## config.mk

```make
export PLATFORM = sky130hd
export DESIGN_NAME = msppr_regs
export DESIGN_NICKNAME = d
export VERILOG_FILES = /design/src/msppr_pkg.sv /design/src/msppr_regs.sv /design/src/msppr_flag_alu.sv
export SDC_FILE = /design/constraint.sdc
export NUM_CORES = 1
export LEC_CHECK = 0
export CAP_MARGIN = 40
export CORE_MARGIN = 2
export CORE_UTILIZATION = 64
export DETAILED_ROUTE_END_ITERATION = 8
export DONT_BUFFER_PORTS = 1
export PLACE_DENSITY = 0.8
export SKIP_CTS_REPAIR_TIMING = 1
export SLEW_MARGIN = 20
export SYNTH_ARGS = -nofsm -noshare
export SYNTH_HDL_FRONTEND = slang
export SYNTH_HIERARCHICAL = 1
export SYNTH_SLANG_ARGS = --single-unit
```

## constraint.sdc

```tcl
create_clock -name clock -period 3.45 [get_ports clock]
set_input_delay 0.345 -clock clock [delete_from_list [all_inputs] [get_ports clock]]
set_output_delay 0.345 -clock clock [all_outputs]
set_load 0.01 [all_outputs]
```

## src/msppr_pkg.sv

```systemverilog
// Constants for the status, port and power register group.
// Shared by the register group and its flag computation unit.
package msppr_pkg;
    localparam logic [5:0] OFF_STATUS   = 6'h03;
    localparam logic [5:0] OFF_POINTER  = 6'h04;
    localparam logic [5:0] OFF_PORT_A   = 6'h05;
    localparam logic [5:0] OFF_PORT_B   = 6'h06;
    localparam logic [5:0] OFF_POWER    = 6'h08;
    localparam logic [5:0] OFF_WAKE_EN  = 6'h09;
    localparam logic [5:0] OFF_PC_HIGH  = 6'h0a;
    localparam logic [5:0] OFF_PULLDOWN = 6'h0b;
    localparam logic [5:0] OFF_OPENDRN  = 6'h0c;

    localparam int BIT_WAKE_CAUSE = 7;
    localparam int BIT_TIMEOUT    = 4;
    localparam int BIT_POWERDOWN  = 3;
    localparam int BIT_ZERO       = 2;
    localparam int BIT_HALF_CARRY = 1;
    localparam int BIT_CARRY      = 0;
    localparam int BIT_WDT_EN     = 7;
    localparam int BIT_IRQ_SEL    = 6;
    localparam int BIT_LVD_EN     = 5;
    localparam int PB_INPUT_ONLY  = 3;

    localparam logic [7:0] RST_STATUS   = 8'h18;
    localparam logic [5:0] RST_POINTER  = 6'h00;
    localparam logic [7:0] RST_PORT     = 8'h00;
    localparam logic [2:0] RST_POWER    = 3'h0;
    localparam logic [7:0] RST_WAKE_EN  = 8'h00;
    localparam logic [1:0] RST_PC_HIGH  = 2'h0;
    localparam logic [7:0] RST_PULLDOWN = 8'hff;
    localparam logic [7:0] RST_OPENDRN  = 8'h00;
    localparam logic [7:0] RST_DIR      = 8'hff;

    localparam logic [1:0] POINTER_FILL = 2'h3;
    localparam logic [4:0] POWER_FILL   = 5'h1f;
    localparam logic [5:0] PC_HIGH_FILL = 6'h00;
    localparam logic [7:0] READ_NONE    = 8'h00;

    typedef enum logic [2:0] {
        MSPPR_OP_PASS,
        MSPPR_OP_ADD,
        MSPPR_OP_SUB,
        MSPPR_OP_ROR,
        MSPPR_OP_ROL
    } msppr_alu_op_t;
endpackage

```

## src/msppr_regs.sv

```systemverilog
// Status, indirect pointer, port data, power, wake enable, pc high, pull-down and open-drain registers.
// Assumes the core presents one register access per instruction clock and pins already synchronous.
`timescale 1ns/1ps
module msppr_regs (
    input  wire logic                    clock,
    input  wire logic                    srst,
    input  wire logic [5:0]              reg_addr,
    input  wire logic                    reg_wr_en,
    input  wire logic [7:0]              reg_wr_data,
    output logic      [7:0]              reg_rd_data,
    input  wire logic                    clear_register_op,
    input  wire msppr_pkg::msppr_alu_op_t alu_op,
    input  wire logic [7:0]              alu_opnd_a,
    input  wire logic [7:0]              alu_opnd_b,
    input  wire logic                    alu_upd_zero,
    input  wire logic                    alu_upd_half,
    input  wire logic                    alu_upd_carry,
    output logic      [7:0]              alu_result,
    input  wire logic                    watchdog_clear_op,
    input  wire logic                    sleep_op,
    input  wire logic                    watchdog_overflow,
    input  wire logic                    wake_by_port_change,
    input  wire logic                    wake_by_other,
    input  wire logic                    dir_a_wr_en,
    input  wire logic                    dir_b_wr_en,
    input  wire logic                    port_change_flag_clr,
    input  wire logic [3:0]              port_a_in,
    output logic      [3:0]              port_a_out,
    output logic      [3:0]              port_a_oe,
    output logic      [3:0]              port_a_pull_down,
    input  wire logic [7:0]              port_b_in,
    output logic      [7:0]              port_b_out,
    output logic      [7:0]              port_b_oe,
    output logic      [2:0]              port_b_pull_down,
    output logic      [5:0]              indirect_pointer,
    output logic      [1:0]              pc_high_buffer,
    output logic                         watchdog_enable_bit,
    output logic                         low_voltage_detect_enable,
    output logic                         ext_irq_level,
    output logic                         port_change_flag
);
    logic [7:0] status_ff;
    logic [7:0] nxt_status;
    logic [5:0] pointer_ff;
    logic [7:0] port_a_latch_ff;
    logic [7:0] port_b_latch_ff;
    logic [2:0] power_ff;
    logic [7:0] wake_en_ff;
    logic [1:0] pc_high_ff;
    logic [7:0] pulldown_ff;
    logic [7:0] opendrn_ff;
    logic [3:0] dir_a_ff;
    logic [7:0] dir_b_ff;
    logic [7:0] pin_b_prev_ff;
    logic       change_flag_ff;
    logic [7:0] change_hit;
    logic       wr_any;
    logic [7:0] wr_value;
    logic       alu_zero;
    logic       alu_half;
    logic       alu_carry;

    msppr_flag_alu u_alu (
        .clock      (clock),
        .srst       (srst),
        .op         (alu_op),
        .opnd_a     (alu_opnd_a),
        .opnd_b     (alu_opnd_b),
        .carry_in   (status_ff[msppr_pkg::BIT_CARRY]),
        .result     (alu_result),
        .zero       (alu_zero),
        .half_carry (alu_half),
        .carry      (alu_carry)
    );

    // A clear is a write of zero; on status it forces the zero flag to one and keeps carry and half-carry.
    assign wr_any   = reg_wr_en | clear_register_op;
    assign wr_value = clear_register_op ? 8'h00 : reg_wr_data;

    always_comb begin
        nxt_status = status_ff;
        if (wr_any && (reg_addr == msppr_pkg::OFF_STATUS)) begin
            nxt_status[7:5] = wr_value[7:5];
            nxt_status[msppr_pkg::BIT_ZERO]       = wr_value[msppr_pkg::BIT_ZERO];
            nxt_status[msppr_pkg::BIT_HALF_CARRY] = wr_value[msppr_pkg::BIT_HALF_CARRY];
            nxt_status[msppr_pkg::BIT_CARRY]      = wr_value[msppr_pkg::BIT_CARRY];
        end
        if (clear_register_op && (reg_addr == msppr_pkg::OFF_STATUS)) begin
            nxt_status[msppr_pkg::BIT_ZERO]       = 1'b1;
            nxt_status[msppr_pkg::BIT_HALF_CARRY] = status_ff[msppr_pkg::BIT_HALF_CARRY];
            nxt_status[msppr_pkg::BIT_CARRY]      = status_ff[msppr_pkg::BIT_CARRY];
        end else begin
            // When the instruction updates any flag, the written data reaches no flag, even one that it leaves alone.
            if (wr_any && (reg_addr == msppr_pkg::OFF_STATUS)
                    && (alu_upd_zero || alu_upd_half || alu_upd_carry)) begin
                nxt_status[msppr_pkg::BIT_ZERO]       = status_ff[msppr_pkg::BIT_ZERO];
                nxt_status[msppr_pkg::BIT_HALF_CARRY] = status_ff[msppr_pkg::BIT_HALF_CARRY];
                nxt_status[msppr_pkg::BIT_CARRY]      = status_ff[msppr_pkg::BIT_CARRY];
            end
            // Flag results outrank any data written to the same bits.
            if (alu_upd_zero) begin
                nxt_status[msppr_pkg::BIT_ZERO] = alu_zero;
            end
            if (alu_upd_half) begin
                nxt_status[msppr_pkg::BIT_HALF_CARRY] = alu_half;
            end
            if (alu_upd_carry) begin
                nxt_status[msppr_pkg::BIT_CARRY] = alu_carry;
            end
        end
        // Timeout and powerdown ignore writes; only their events move them.
        if (watchdog_overflow) begin
            nxt_status[msppr_pkg::BIT_TIMEOUT] = 1'b0;
        end
        if (watchdog_clear_op || sleep_op) begin
            nxt_status[msppr_pkg::BIT_TIMEOUT] = 1'b1;
        end
        if (sleep_op) begin
            nxt_status[msppr_pkg::BIT_POWERDOWN] = 1'b0;
        end
        if (watchdog_clear_op) begin
            nxt_status[msppr_pkg::BIT_POWERDOWN] = 1'b1;
        end
        if (wake_by_other) begin
            nxt_status[msppr_pkg::BIT_WAKE_CAUSE] = 1'b0;
        end
        if (wake_by_port_change) begin
            nxt_status[msppr_pkg::BIT_WAKE_CAUSE] = 1'b1;
        end
    end

    always_ff @(posedge clock) begin
        if (srst) begin
            status_ff <= msppr_pkg::RST_STATUS;
        end else begin
            status_ff <= nxt_status;
        end
    end

    always_ff @(posedge clock) begin
        if (srst) begin
            pointer_ff  <= msppr_pkg::RST_POINTER;
            power_ff    <= msppr_pkg::RST_POWER;
            wake_en_ff  <= msppr_pkg::RST_WAKE_EN;
            pc_high_ff  <= msppr_pkg::RST_PC_HIGH;
            pulldown_ff <= msppr_pkg::RST_PULLDOWN;
            opendrn_ff  <= msppr_pkg::RST_OPENDRN;
        end else if (wr_any) begin
            unique case (reg_addr)
                msppr_pkg::OFF_POINTER: begin
                    pointer_ff <= wr_value[5:0];
                end
                msppr_pkg::OFF_POWER: begin
                    power_ff <= wr_value[7:5];
                end
                msppr_pkg::OFF_WAKE_EN: begin
                    wake_en_ff <= wr_value;
                end
                msppr_pkg::OFF_PC_HIGH: begin
                    pc_high_ff <= wr_value[1:0];
                end
                msppr_pkg::OFF_PULLDOWN: begin
                    pulldown_ff <= wr_value;
                end
                msppr_pkg::OFF_OPENDRN: begin
                    opendrn_ff <= wr_value;
                end
                default: begin
                end
            endcase
        end
    end

    // Port writes land in the latches only; the pins are read back directly.
    always_ff @(posedge clock) begin
        if (srst) begin
            port_a_latch_ff <= msppr_pkg::RST_PORT;
            port_b_latch_ff <= msppr_pkg::RST_PORT;
        end else if (wr_any && (reg_addr == msppr_pkg::OFF_PORT_A)) begin
            port_a_latch_ff <= wr_value;
        end else if (wr_any && (reg_addr == msppr_pkg::OFF_PORT_B)) begin
            port_b_latch_ff <= wr_value;
        end
    end

    // Direction words come from the accumulator through the direction instruction.
    always_ff @(posedge clock) begin
        if (srst) begin
            dir_a_ff <= msppr_pkg::RST_DIR[3:0];
            dir_b_ff <= msppr_pkg::RST_DIR;
        end else begin
            if (dir_a_wr_en) begin
                dir_a_ff <= reg_wr_data[3:0];
            end
            if (dir_b_wr_en) begin
                dir_b_ff <= reg_wr_data;
            end
        end
    end

    // Pin 0 leaves the change path while it serves as the interrupt input.
    always_comb begin
        change_hit = (port_b_in ^ pin_b_prev_ff) & wake_en_ff;
        if (power_ff[msppr_pkg::BIT_IRQ_SEL - 5]) begin
            change_hit[0] = 1'b0;
        end
    end

    always_ff @(posedge clock) begin
        if (srst) begin
            pin_b_prev_ff <= msppr_pkg::RST_PORT;
        end else begin
            pin_b_prev_ff <= port_b_in;
        end
    end

    // A change in the clearing cycle keeps the flag set.
    always_ff @(posedge clock) begin
        if (srst) begin
            change_flag_ff <= 1'b0;
        end else if (|change_hit) begin
            change_flag_ff <= 1'b1;
        end else if (port_change_flag_clr) begin
            change_flag_ff <= 1'b0;
        end
    end

    genvar gi;
    generate
        for (gi = 0; gi < 8; gi++) begin : g_port_b
            if (gi == msppr_pkg::PB_INPUT_ONLY) begin : g_input_only
                assign port_b_oe[gi]  = 1'b0;
                assign port_b_out[gi] = 1'b0;
            end else begin : g_drive
                // Open-drain pins only pull low, so a high latch floats the pin.
                assign port_b_oe[gi]  = ~dir_b_ff[gi] & ~(opendrn_ff[gi] & port_b_latch_ff[gi]);
                assign port_b_out[gi] = port_b_latch_ff[gi] & ~opendrn_ff[gi];
            end
        end
    endgenerate

    assign port_a_oe        = ~dir_a_ff;
    assign port_a_out       = port_a_latch_ff[3:0];
    assign port_a_pull_down = ~pulldown_ff[3:0] & dir_a_ff;
    assign port_b_pull_down = ~pulldown_ff[6:4] & dir_b_ff[2:0];

    assign indirect_pointer          = pointer_ff;
    assign pc_high_buffer            = pc_high_ff;
    assign watchdog_enable_bit       = power_ff[msppr_pkg::BIT_WDT_EN - 5];
    assign low_voltage_detect_enable = power_ff[msppr_pkg::BIT_LVD_EN - 5];
    assign ext_irq_level             = power_ff[msppr_pkg::BIT_IRQ_SEL - 5] & port_b_in[0];
    assign port_change_flag          = change_flag_ff;

    // Reads are combinational so the value is ready within the addressing cycle.
    always_comb begin
        unique case (reg_addr)
            msppr_pkg::OFF_STATUS:   reg_rd_data = status_ff;
            msppr_pkg::OFF_POINTER:  reg_rd_data = {msppr_pkg::POINTER_FILL, pointer_ff};
            msppr_pkg::OFF_PORT_A:   reg_rd_data = {port_a_latch_ff[7:4], port_a_in};
            msppr_pkg::OFF_PORT_B:   reg_rd_data = port_b_in;
            msppr_pkg::OFF_POWER:    reg_rd_data = {power_ff, msppr_pkg::POWER_FILL};
            msppr_pkg::OFF_WAKE_EN:  reg_rd_data = wake_en_ff;
            msppr_pkg::OFF_PC_HIGH:  reg_rd_data = {msppr_pkg::PC_HIGH_FILL, pc_high_ff};
            msppr_pkg::OFF_PULLDOWN: reg_rd_data = pulldown_ff;
            msppr_pkg::OFF_OPENDRN:  reg_rd_data = opendrn_ff;
            default:                 reg_rd_data = msppr_pkg::READ_NONE;
        endcase
    end
endmodule

```

## src/msppr_flag_alu.sv

```systemverilog
// Arithmetic unit that produces the result and the zero, half-carry and carry flags.
// Purely combinational; the register group samples its flags on the instruction clock.
`timescale 1ns/1ps
module msppr_flag_alu (
    input  wire logic                   clock,
    input  wire logic                   srst,
    input  wire msppr_pkg::msppr_alu_op_t op,
    input  wire logic [7:0]             opnd_a,
    input  wire logic [7:0]             opnd_b,
    input  wire logic                   carry_in,
    output logic      [7:0]             result,
    output logic                        zero,
    output logic                        half_carry,
    output logic                        carry
);
    logic [8:0] sum9;
    logic [4:0] sum5;
    logic [7:0] addend;
    logic       sub_in;

    // Subtraction reuses the adder with the inverted operand and a carry in of one.
    always_comb begin
        sub_in = (op == msppr_pkg::MSPPR_OP_SUB);
        addend = sub_in ? ~opnd_b : opnd_b;
        sum9   = {1'b0, opnd_a} + {1'b0, addend} + {8'h00, sub_in};
        sum5   = {1'b0, opnd_a[3:0]} + {1'b0, addend[3:0]} + {4'h0, sub_in};
    end

    always_comb begin
        result     = opnd_a;
        half_carry = 1'b0;
        carry      = carry_in;
        unique case (op)
            msppr_pkg::MSPPR_OP_PASS: begin
                result = opnd_a;
            end
            msppr_pkg::MSPPR_OP_ADD, msppr_pkg::MSPPR_OP_SUB: begin
                result     = sum9[7:0];
                half_carry = sum5[4];
                carry      = sum9[8];
            end
            msppr_pkg::MSPPR_OP_ROR: begin
                result = {carry_in, opnd_a[7:1]};
                carry  = opnd_a[0];
            end
            msppr_pkg::MSPPR_OP_ROL: begin
                result = {opnd_a[6:0], carry_in};
                carry  = opnd_a[7];
            end
            default: begin
                result = opnd_a;
            end
        endcase
        zero = (result == 8'h00);
    end
endmodule

```

### After elaboration in Yosys (flattened, before gate mapping)

Cells that the tools add are included.

* register bits after elaboration: 80
* bits of input ports: 60
* logic and storage cells: 140

* $add $sub $neg: 4
* equal/unequal tests: 17
* muxes and demuxes: 18
* bitwise gates (word level): 54
* reduce and logical (&&, ||, !) cells: 28

Operators by type and width (number)
* 8-bit one-hot mux with 9 select lines: 1
* 6-bit by 4-bit equality test with 1-bit output (second input constant): 5
* 8-bit one-hot mux with 3 select lines: 1
* 1-bit NOT: 23
* 1-bit bitwise AND: 22
* 6-bit by 3-bit equality test with 1-bit output (second input constant): 3
* 8-bit two-way mux: 2
* 2-bit AND reduction: 8
* 3-bit two-way mux: 4
* 8-bit by 8-bit adder with 9-bit output: 1
* 9-bit by 1-bit adder with 9-bit output: 1
* 1-bit two-way mux: 9
* 8-bit bitwise AND: 1
* 8-bit zero test: 1
* 4-bit NOT: 2
* 8-bit NOT: 1
* 8-bit OR reduction: 1
* 8-bit bitwise XOR: 1
* 3-bit by 2-bit equality test with 1-bit output (second input constant): 2
* 6-bit by 2-bit equality test with 1-bit output (second input constant): 1
* 2-bit nonzero test: 3
* 3-bit nonzero test: 2
* 2-bit OR reduction: 3
* 4-bit by 4-bit adder with 5-bit output: 1
* 15 further kinds: 22

### Logic depth before layout (Yosys ltp)

* word-level depth: 8
* mapped depth: 13
* mapped depth without buffers: 11

### Hierarchy

Netlist, hierarchy kept.

Modules (own cells, without submodules)
* msppr_regs: times used 1, cells each 447, area each 3634.7 sq um
* msppr_flag_alu: times used 1, cells each 110, area each 865.8 sq um

### Least setup slack after synthesis

OpenSTA, ideal clock, no wires.

* kind: input-to-reg
* start point: in alu_op[2]
* end point: reg status_ff[2]
* setup time: 0.091 ns
* arrival: 2.952 ns
* path slack: 0.407 ns
* stages on the path: 13
* buffers on the path: 2
* cells stage by stage: buf_2 nor3b_2 buf_6 xor2_1 ha_1 a31o_2 a221oi_4 a21oi_1 xor2_1 o21a_1 nor4_2 nor3b_1 a311oi_1

* cells in the longest elaborated chain, start to end: 8
* elaborated cells on any way between the ends: 12

Ends and longest elaborated chain
* start: declaration: RTL line msppr_regs.sv:12 `input wire msppr_pkg::msppr_alu_op_t alu_op,`
* 3-bit by 2-bit equality test with 1-bit output: RTL line msppr_flag_alu.sv:23, msppr_flag_alu.sv:33
* 8-bit two-way mux: RTL line msppr_flag_alu.sv:24 `addend = sub_in ? ~opnd_b : opnd_b;`
* 8-bit by 8-bit adder with 9-bit output: RTL line msppr_flag_alu.sv:25 `sum9 = {1'b0, opnd_a} + {1'b0, addend} + {8'h00, sub_in};`
* 9-bit by 1-bit adder with 9-bit output: RTL line msppr_flag_alu.sv:25
* 8-bit one-hot mux with 3 select lines (*): RTL line msppr_flag_alu.sv:33 `unique case (op)`
* named net alu_result[5]: RTL line msppr_regs.sv:18 `output logic [7:0] alu_result,`
* 8-bit zero test (*): RTL line msppr_flag_alu.sv:54 `zero = (result == 8'h00);`
* named net alu_zero: RTL line msppr_regs.sv:59 `logic alu_zero;`
* 1-bit two-way mux (*): RTL line msppr_regs.sv:101 `if (alu_upd_zero) begin`
* 3-bit two-way mux (*): RTL line msppr_regs.sv:88 `if (clear_register_op && (reg_addr == msppr_pkg::OFF_STATUS)) begin`
* end signal: assignment: RTL line msppr_regs.sv:134 `status_ff <= msppr_pkg::RST_STATUS;`
* end signal: assignment: RTL line msppr_regs.sv:136 `status_ff <= nxt_status;`
* end: declaration: RTL line msppr_regs.sv:42 `logic [7:0] status_ff;`

Mark *: on every way through the listed nets, which the timed path passes. The rest lies on a longest branch.
A chain may end at the register's enable or synchronous reset.

### Final worst setup path

* start point: in alu_op[2]
* end point: out alu_result[7]

* cells in the longest elaborated chain, start to end: 5
* elaborated cells on any way between the ends: 9

Ends and longest elaborated chain (RTL line)
* 3-bit by 2-bit equality test with 1-bit output: msppr_flag_alu.sv:23, msppr_flag_alu.sv:33
* 8-bit two-way mux: msppr_flag_alu.sv:24
* 8-bit by 8-bit adder with 9-bit output: msppr_flag_alu.sv:25
* 9-bit by 1-bit adder with 9-bit output: msppr_flag_alu.sv:25
* 8-bit one-hot mux with 3 select lines (*): msppr_flag_alu.sv:33
* end: declaration: msppr_regs.sv:18

Every way passes the cells marked *; elsewhere a longest branch is shown, timed or not.

==> results.sh <==
export IMPL_synth_edf_count=0
export IMPL_crit_start="alu_op[2]"
export IMPL_status="completed"
export IMPL_grt_pass1_vias=3848
export IMPL_ir_worst_vdd_mv=0.300
export IMPL_leakage_nw=1.72
export IMPL_hp_class="in -> reg"
export IMPL_yosysUniqueCellTypes=63
export IMPL_initial_core_util_pct=66.2
export IMPL_worst_r2r_path_depth=8
export IMPL_clk_pin_slew_ns=0.08
export IMPL_fmax_mhz=357
export IMPL_row_count=30
export IMPL_hpwl_um=9110
export IMPL_gp_congestion=0.898
export IMPL_seq_power_share_pct=51.8
export IMPL_p_sw_w=0.000508
export IMPL_endpoint_kind="output port"
export IMPL_pwr_share_clk_pct=33.1
export IMPL_rr_endpoint="status_ff[2]"
export IMPL_p_comb_share_pct=15.1
export IMPL_wire_per_inst_um=19.7
export IMPL_grt_use_met3_pct=6.97
export IMPL_clk_latency_ns=0.35
export IMPL_die_width_um=87.9
export IMPL_die_h_um=87.9
export IMPL_max_cap_viol_count=0
export IMPL_netlist_instances=557
export IMPL_cts_root_buf="clkbuf_8"
export IMPL_drt_pass1_iterations=7
export IMPL_regToRegSetupSlack_ns=1.58
export IMPL_synth_top_flop_cell="dfxtp_1"
export IMPL_dr_total_vias=4130
export IMPL_fin_crit_ns=2.80
export IMPL_finalHoldViolations=0
export IMPL_drt_iter0_drc=325
export IMPL_drive_gt1_share_pct=8.07
export IMPL_cts_tree="built"
export IMPL_internal_power_w=0.00129
export IMPL_total_power_w=0.00180
export IMPL_slew_headroom_pct=48.8
export IMPL_r2r_start="status_ff[0]"
export IMPL_drtAntennaViolNets=0
export IMPL_core_sq_um=6790
export IMPL_netlist_area_sq_um=4500
export IMPL_yosysSeqAreaShare_pct=34.7
export IMPL_p_sw_share_pct=28.2
export IMPL_grtUsageMet2_pct=51.6
export IMPL_final_nets=598
export IMPL_io_pins=119
export IMPL_vias_per_cell=6.57
export IMPL_cts_htree_levels=3
export IMPL_met1_usage_pct=41.8
export IMPL_synth_avg_cell_area_sq_um=8.08
export IMPL_grt_busiest_layer="met2"
export IMPL_place_port_buffers=0
export IMPL_critPathKind="in -> out"
export IMPL_overflow=0
export IMPL_cts_sinks=78
export IMPL_worst_pin_slew_ns=0.766
export IMPL_grt_pass1_wl_um=18900
export IMPL_num_antenna_cells=0
export IMPL_totalWireLength_um=12400
export IMPL_finalCritPeriodShare_pct=81.2
export IMPL_tns_ns=0
export IMPL_crit_path_start_kind="primary input"
export IMPL_clockBufferDepth=2
export IMPL_antenna_found_initial=0
export IMPL_grtUsageTotal_pct=31.9
export IMPL_numCtsBuffers=9
export IMPL_ys_ff_latch=78
export IMPL_fillers=569
export IMPL_p_per_area_nw_per_um2=391
export IMPL_required_ns=3.11
export IMPL_finClkSkew_ns=0.00704
export IMPL_slew_violations=0
export IMPL_yosysWarnings=6
export IMPL_die_area_sq_um=7720
export IMPL_setup_viol=0
export IMPL_area_growth_pct=2.39
export IMPL_rsz0062_at_grt="no"
export IMPL_drc_errors=0
export IMPL_crit_arrival_ns=2.46
export IMPL_crit_path_end="alu_result[7]"
export IMPL_grt_max_degree=59
export IMPL_critPathMaxFanout=19
export IMPL_async_reset_ff_share_pct=0
[synth_stat cells (all sizes together) (7+ instances only)]
cell / count / area share, %
nand3: 71 / 7.9
ha: 8 / 2.2
a221oi: 15 / 3.3
a21oi: 64 / 7.1
a22oi: 13 / 2.2
dfxtp: 78 / 35
nor2b: 31 / 4.3
inv: 13 / 1.1
nand2: 73 / 6.1
o21ai: 7 / 0.78
buf: 29 / 3.9
clkbuf: 18 / 1.5
mux2i: 13 / 2.9
nor2: 20 / 2.3
a222oi: 7 / 1.6
xor2: 17 / 3.3
[through the flow]
step | hold slack (ns) | instances | util, % | cell area [sq um] | worst slack, ns
after floorplan | 0.436 | 558 | - | 4500 | 0.407
after global placement | 0.418 | 612 | 65.0 | 4420 | 0.561
after detailed placement | 0.420 | 613 | 65.3 | 4440 | 0.503
after CTS | 0.0378 | 628 | 67.8 | 4600 | 0.640
after global routing | 0.0406 | 629 | 67.8 | 4610 | 0.534
final | 0.0500 | 629 | 67.8 | 4610 | 0.647
[cells in the final DEF, fill, tap and decap left out, types with 9 or more instances in the layout]
master    instances
clkbuf_8          9
inv_1            13
nor2_1           16
a21oi_1          64
nand3_1          71
nor2b_1          31
a221oi_1         14
xor2_1           17
a22oi_1          13
mux2i_1          13
nand2_1          73
dfxtp_1          78
[area by class of cell]
cell class,instances,area (sq um),area share (%)
sequential,78,1560,33.9
multi-input combinational,420,2650,57.5
clock inverter,5,36.3,0.787
tap,96,120,2.61
inverter,13,48.8,1.06
timing repair buffer,7,62.6,1.36
clock buffer,10,128,2.77
[per-layer routing]
layer	routed length (um)	part of all wire, %
met1	5110	41
met4	248	2.0
met3	1220	9.9
met5	0	0
met2	5790	47
[flip-flops by register name (all words and copies together), names as in the netlist, 4 cells and up]
| name | cells |
|---|---|
| dir_a_ff | 4 |
| opendrn_ff | 8 |
| status_ff | 8 |
| pulldown_ff | 8 |
| port_a_latch_ff | 8 |
| pin_b_prev_ff | 8 |
| indirect_pointer | 6 |
| port_b_latch_ff | 7 |
| dir_b_ff | 7 |
| wake_en_ff | 8 |
[logic make-up after synthesis]
kind of cell / count (synthesis) / synth area share, %
buf+inv: 60 / 6.48
xor+xnor: 21 / 4.09
simple gates: 235 / 28.0
compound gates: 139 / 20.8
fa+ha+maj: 9 / 2.67
mux: 14 / 3.14
other cells: 1 / 0.0833
flops: 78 / 34.7
[how the worst min path moves through the flow]
stage	from	to	slack (ns)	cells past startpoint
2_1_floorplan	port_a_latch_ff[7]	port_a_latch_ff[7]	0.44	2
3_3_place_gp	srst	wake_en_ff[3]	0.42	1
3_5_place_dp	srst	wake_en_ff[0]	0.42	1
4_1_cts	srst	wake_en_ff[0]	0.04	1
5_1_grt	srst	pin_b_prev_ff[7]	0.04	1
6_report	srst	pin_b_prev_ff[5]	0.05	1
[critical path, cell delays in order]
cell,delay (ns)
nor3b_2,0.21
buf_4,0.23
xor2_1,0.18
ha_1,0.32
and3b_1,0.22
a221oi_4,0.29
a211o_1,0.19
nand2_1,0.07
a211oi_2,0.23
buf_4,0.16
[power groups by stage]
stage | registers (W) | clock network [W] | logic, W
after floorplan | 0.000949 | 0 | 0.000241
after global placement | 0.000953 | 0 | 0.000259
after detailed placement | 0.000954 | 0 | 0.000267
after CTS | 0.000933 | 0.000601 | 0.000268
after global routing | 0.000935 | 0.000627 | 0.000294
final | 0.000933 | 0.000597 | 0.000272
(Power assumes the default switching activity.)
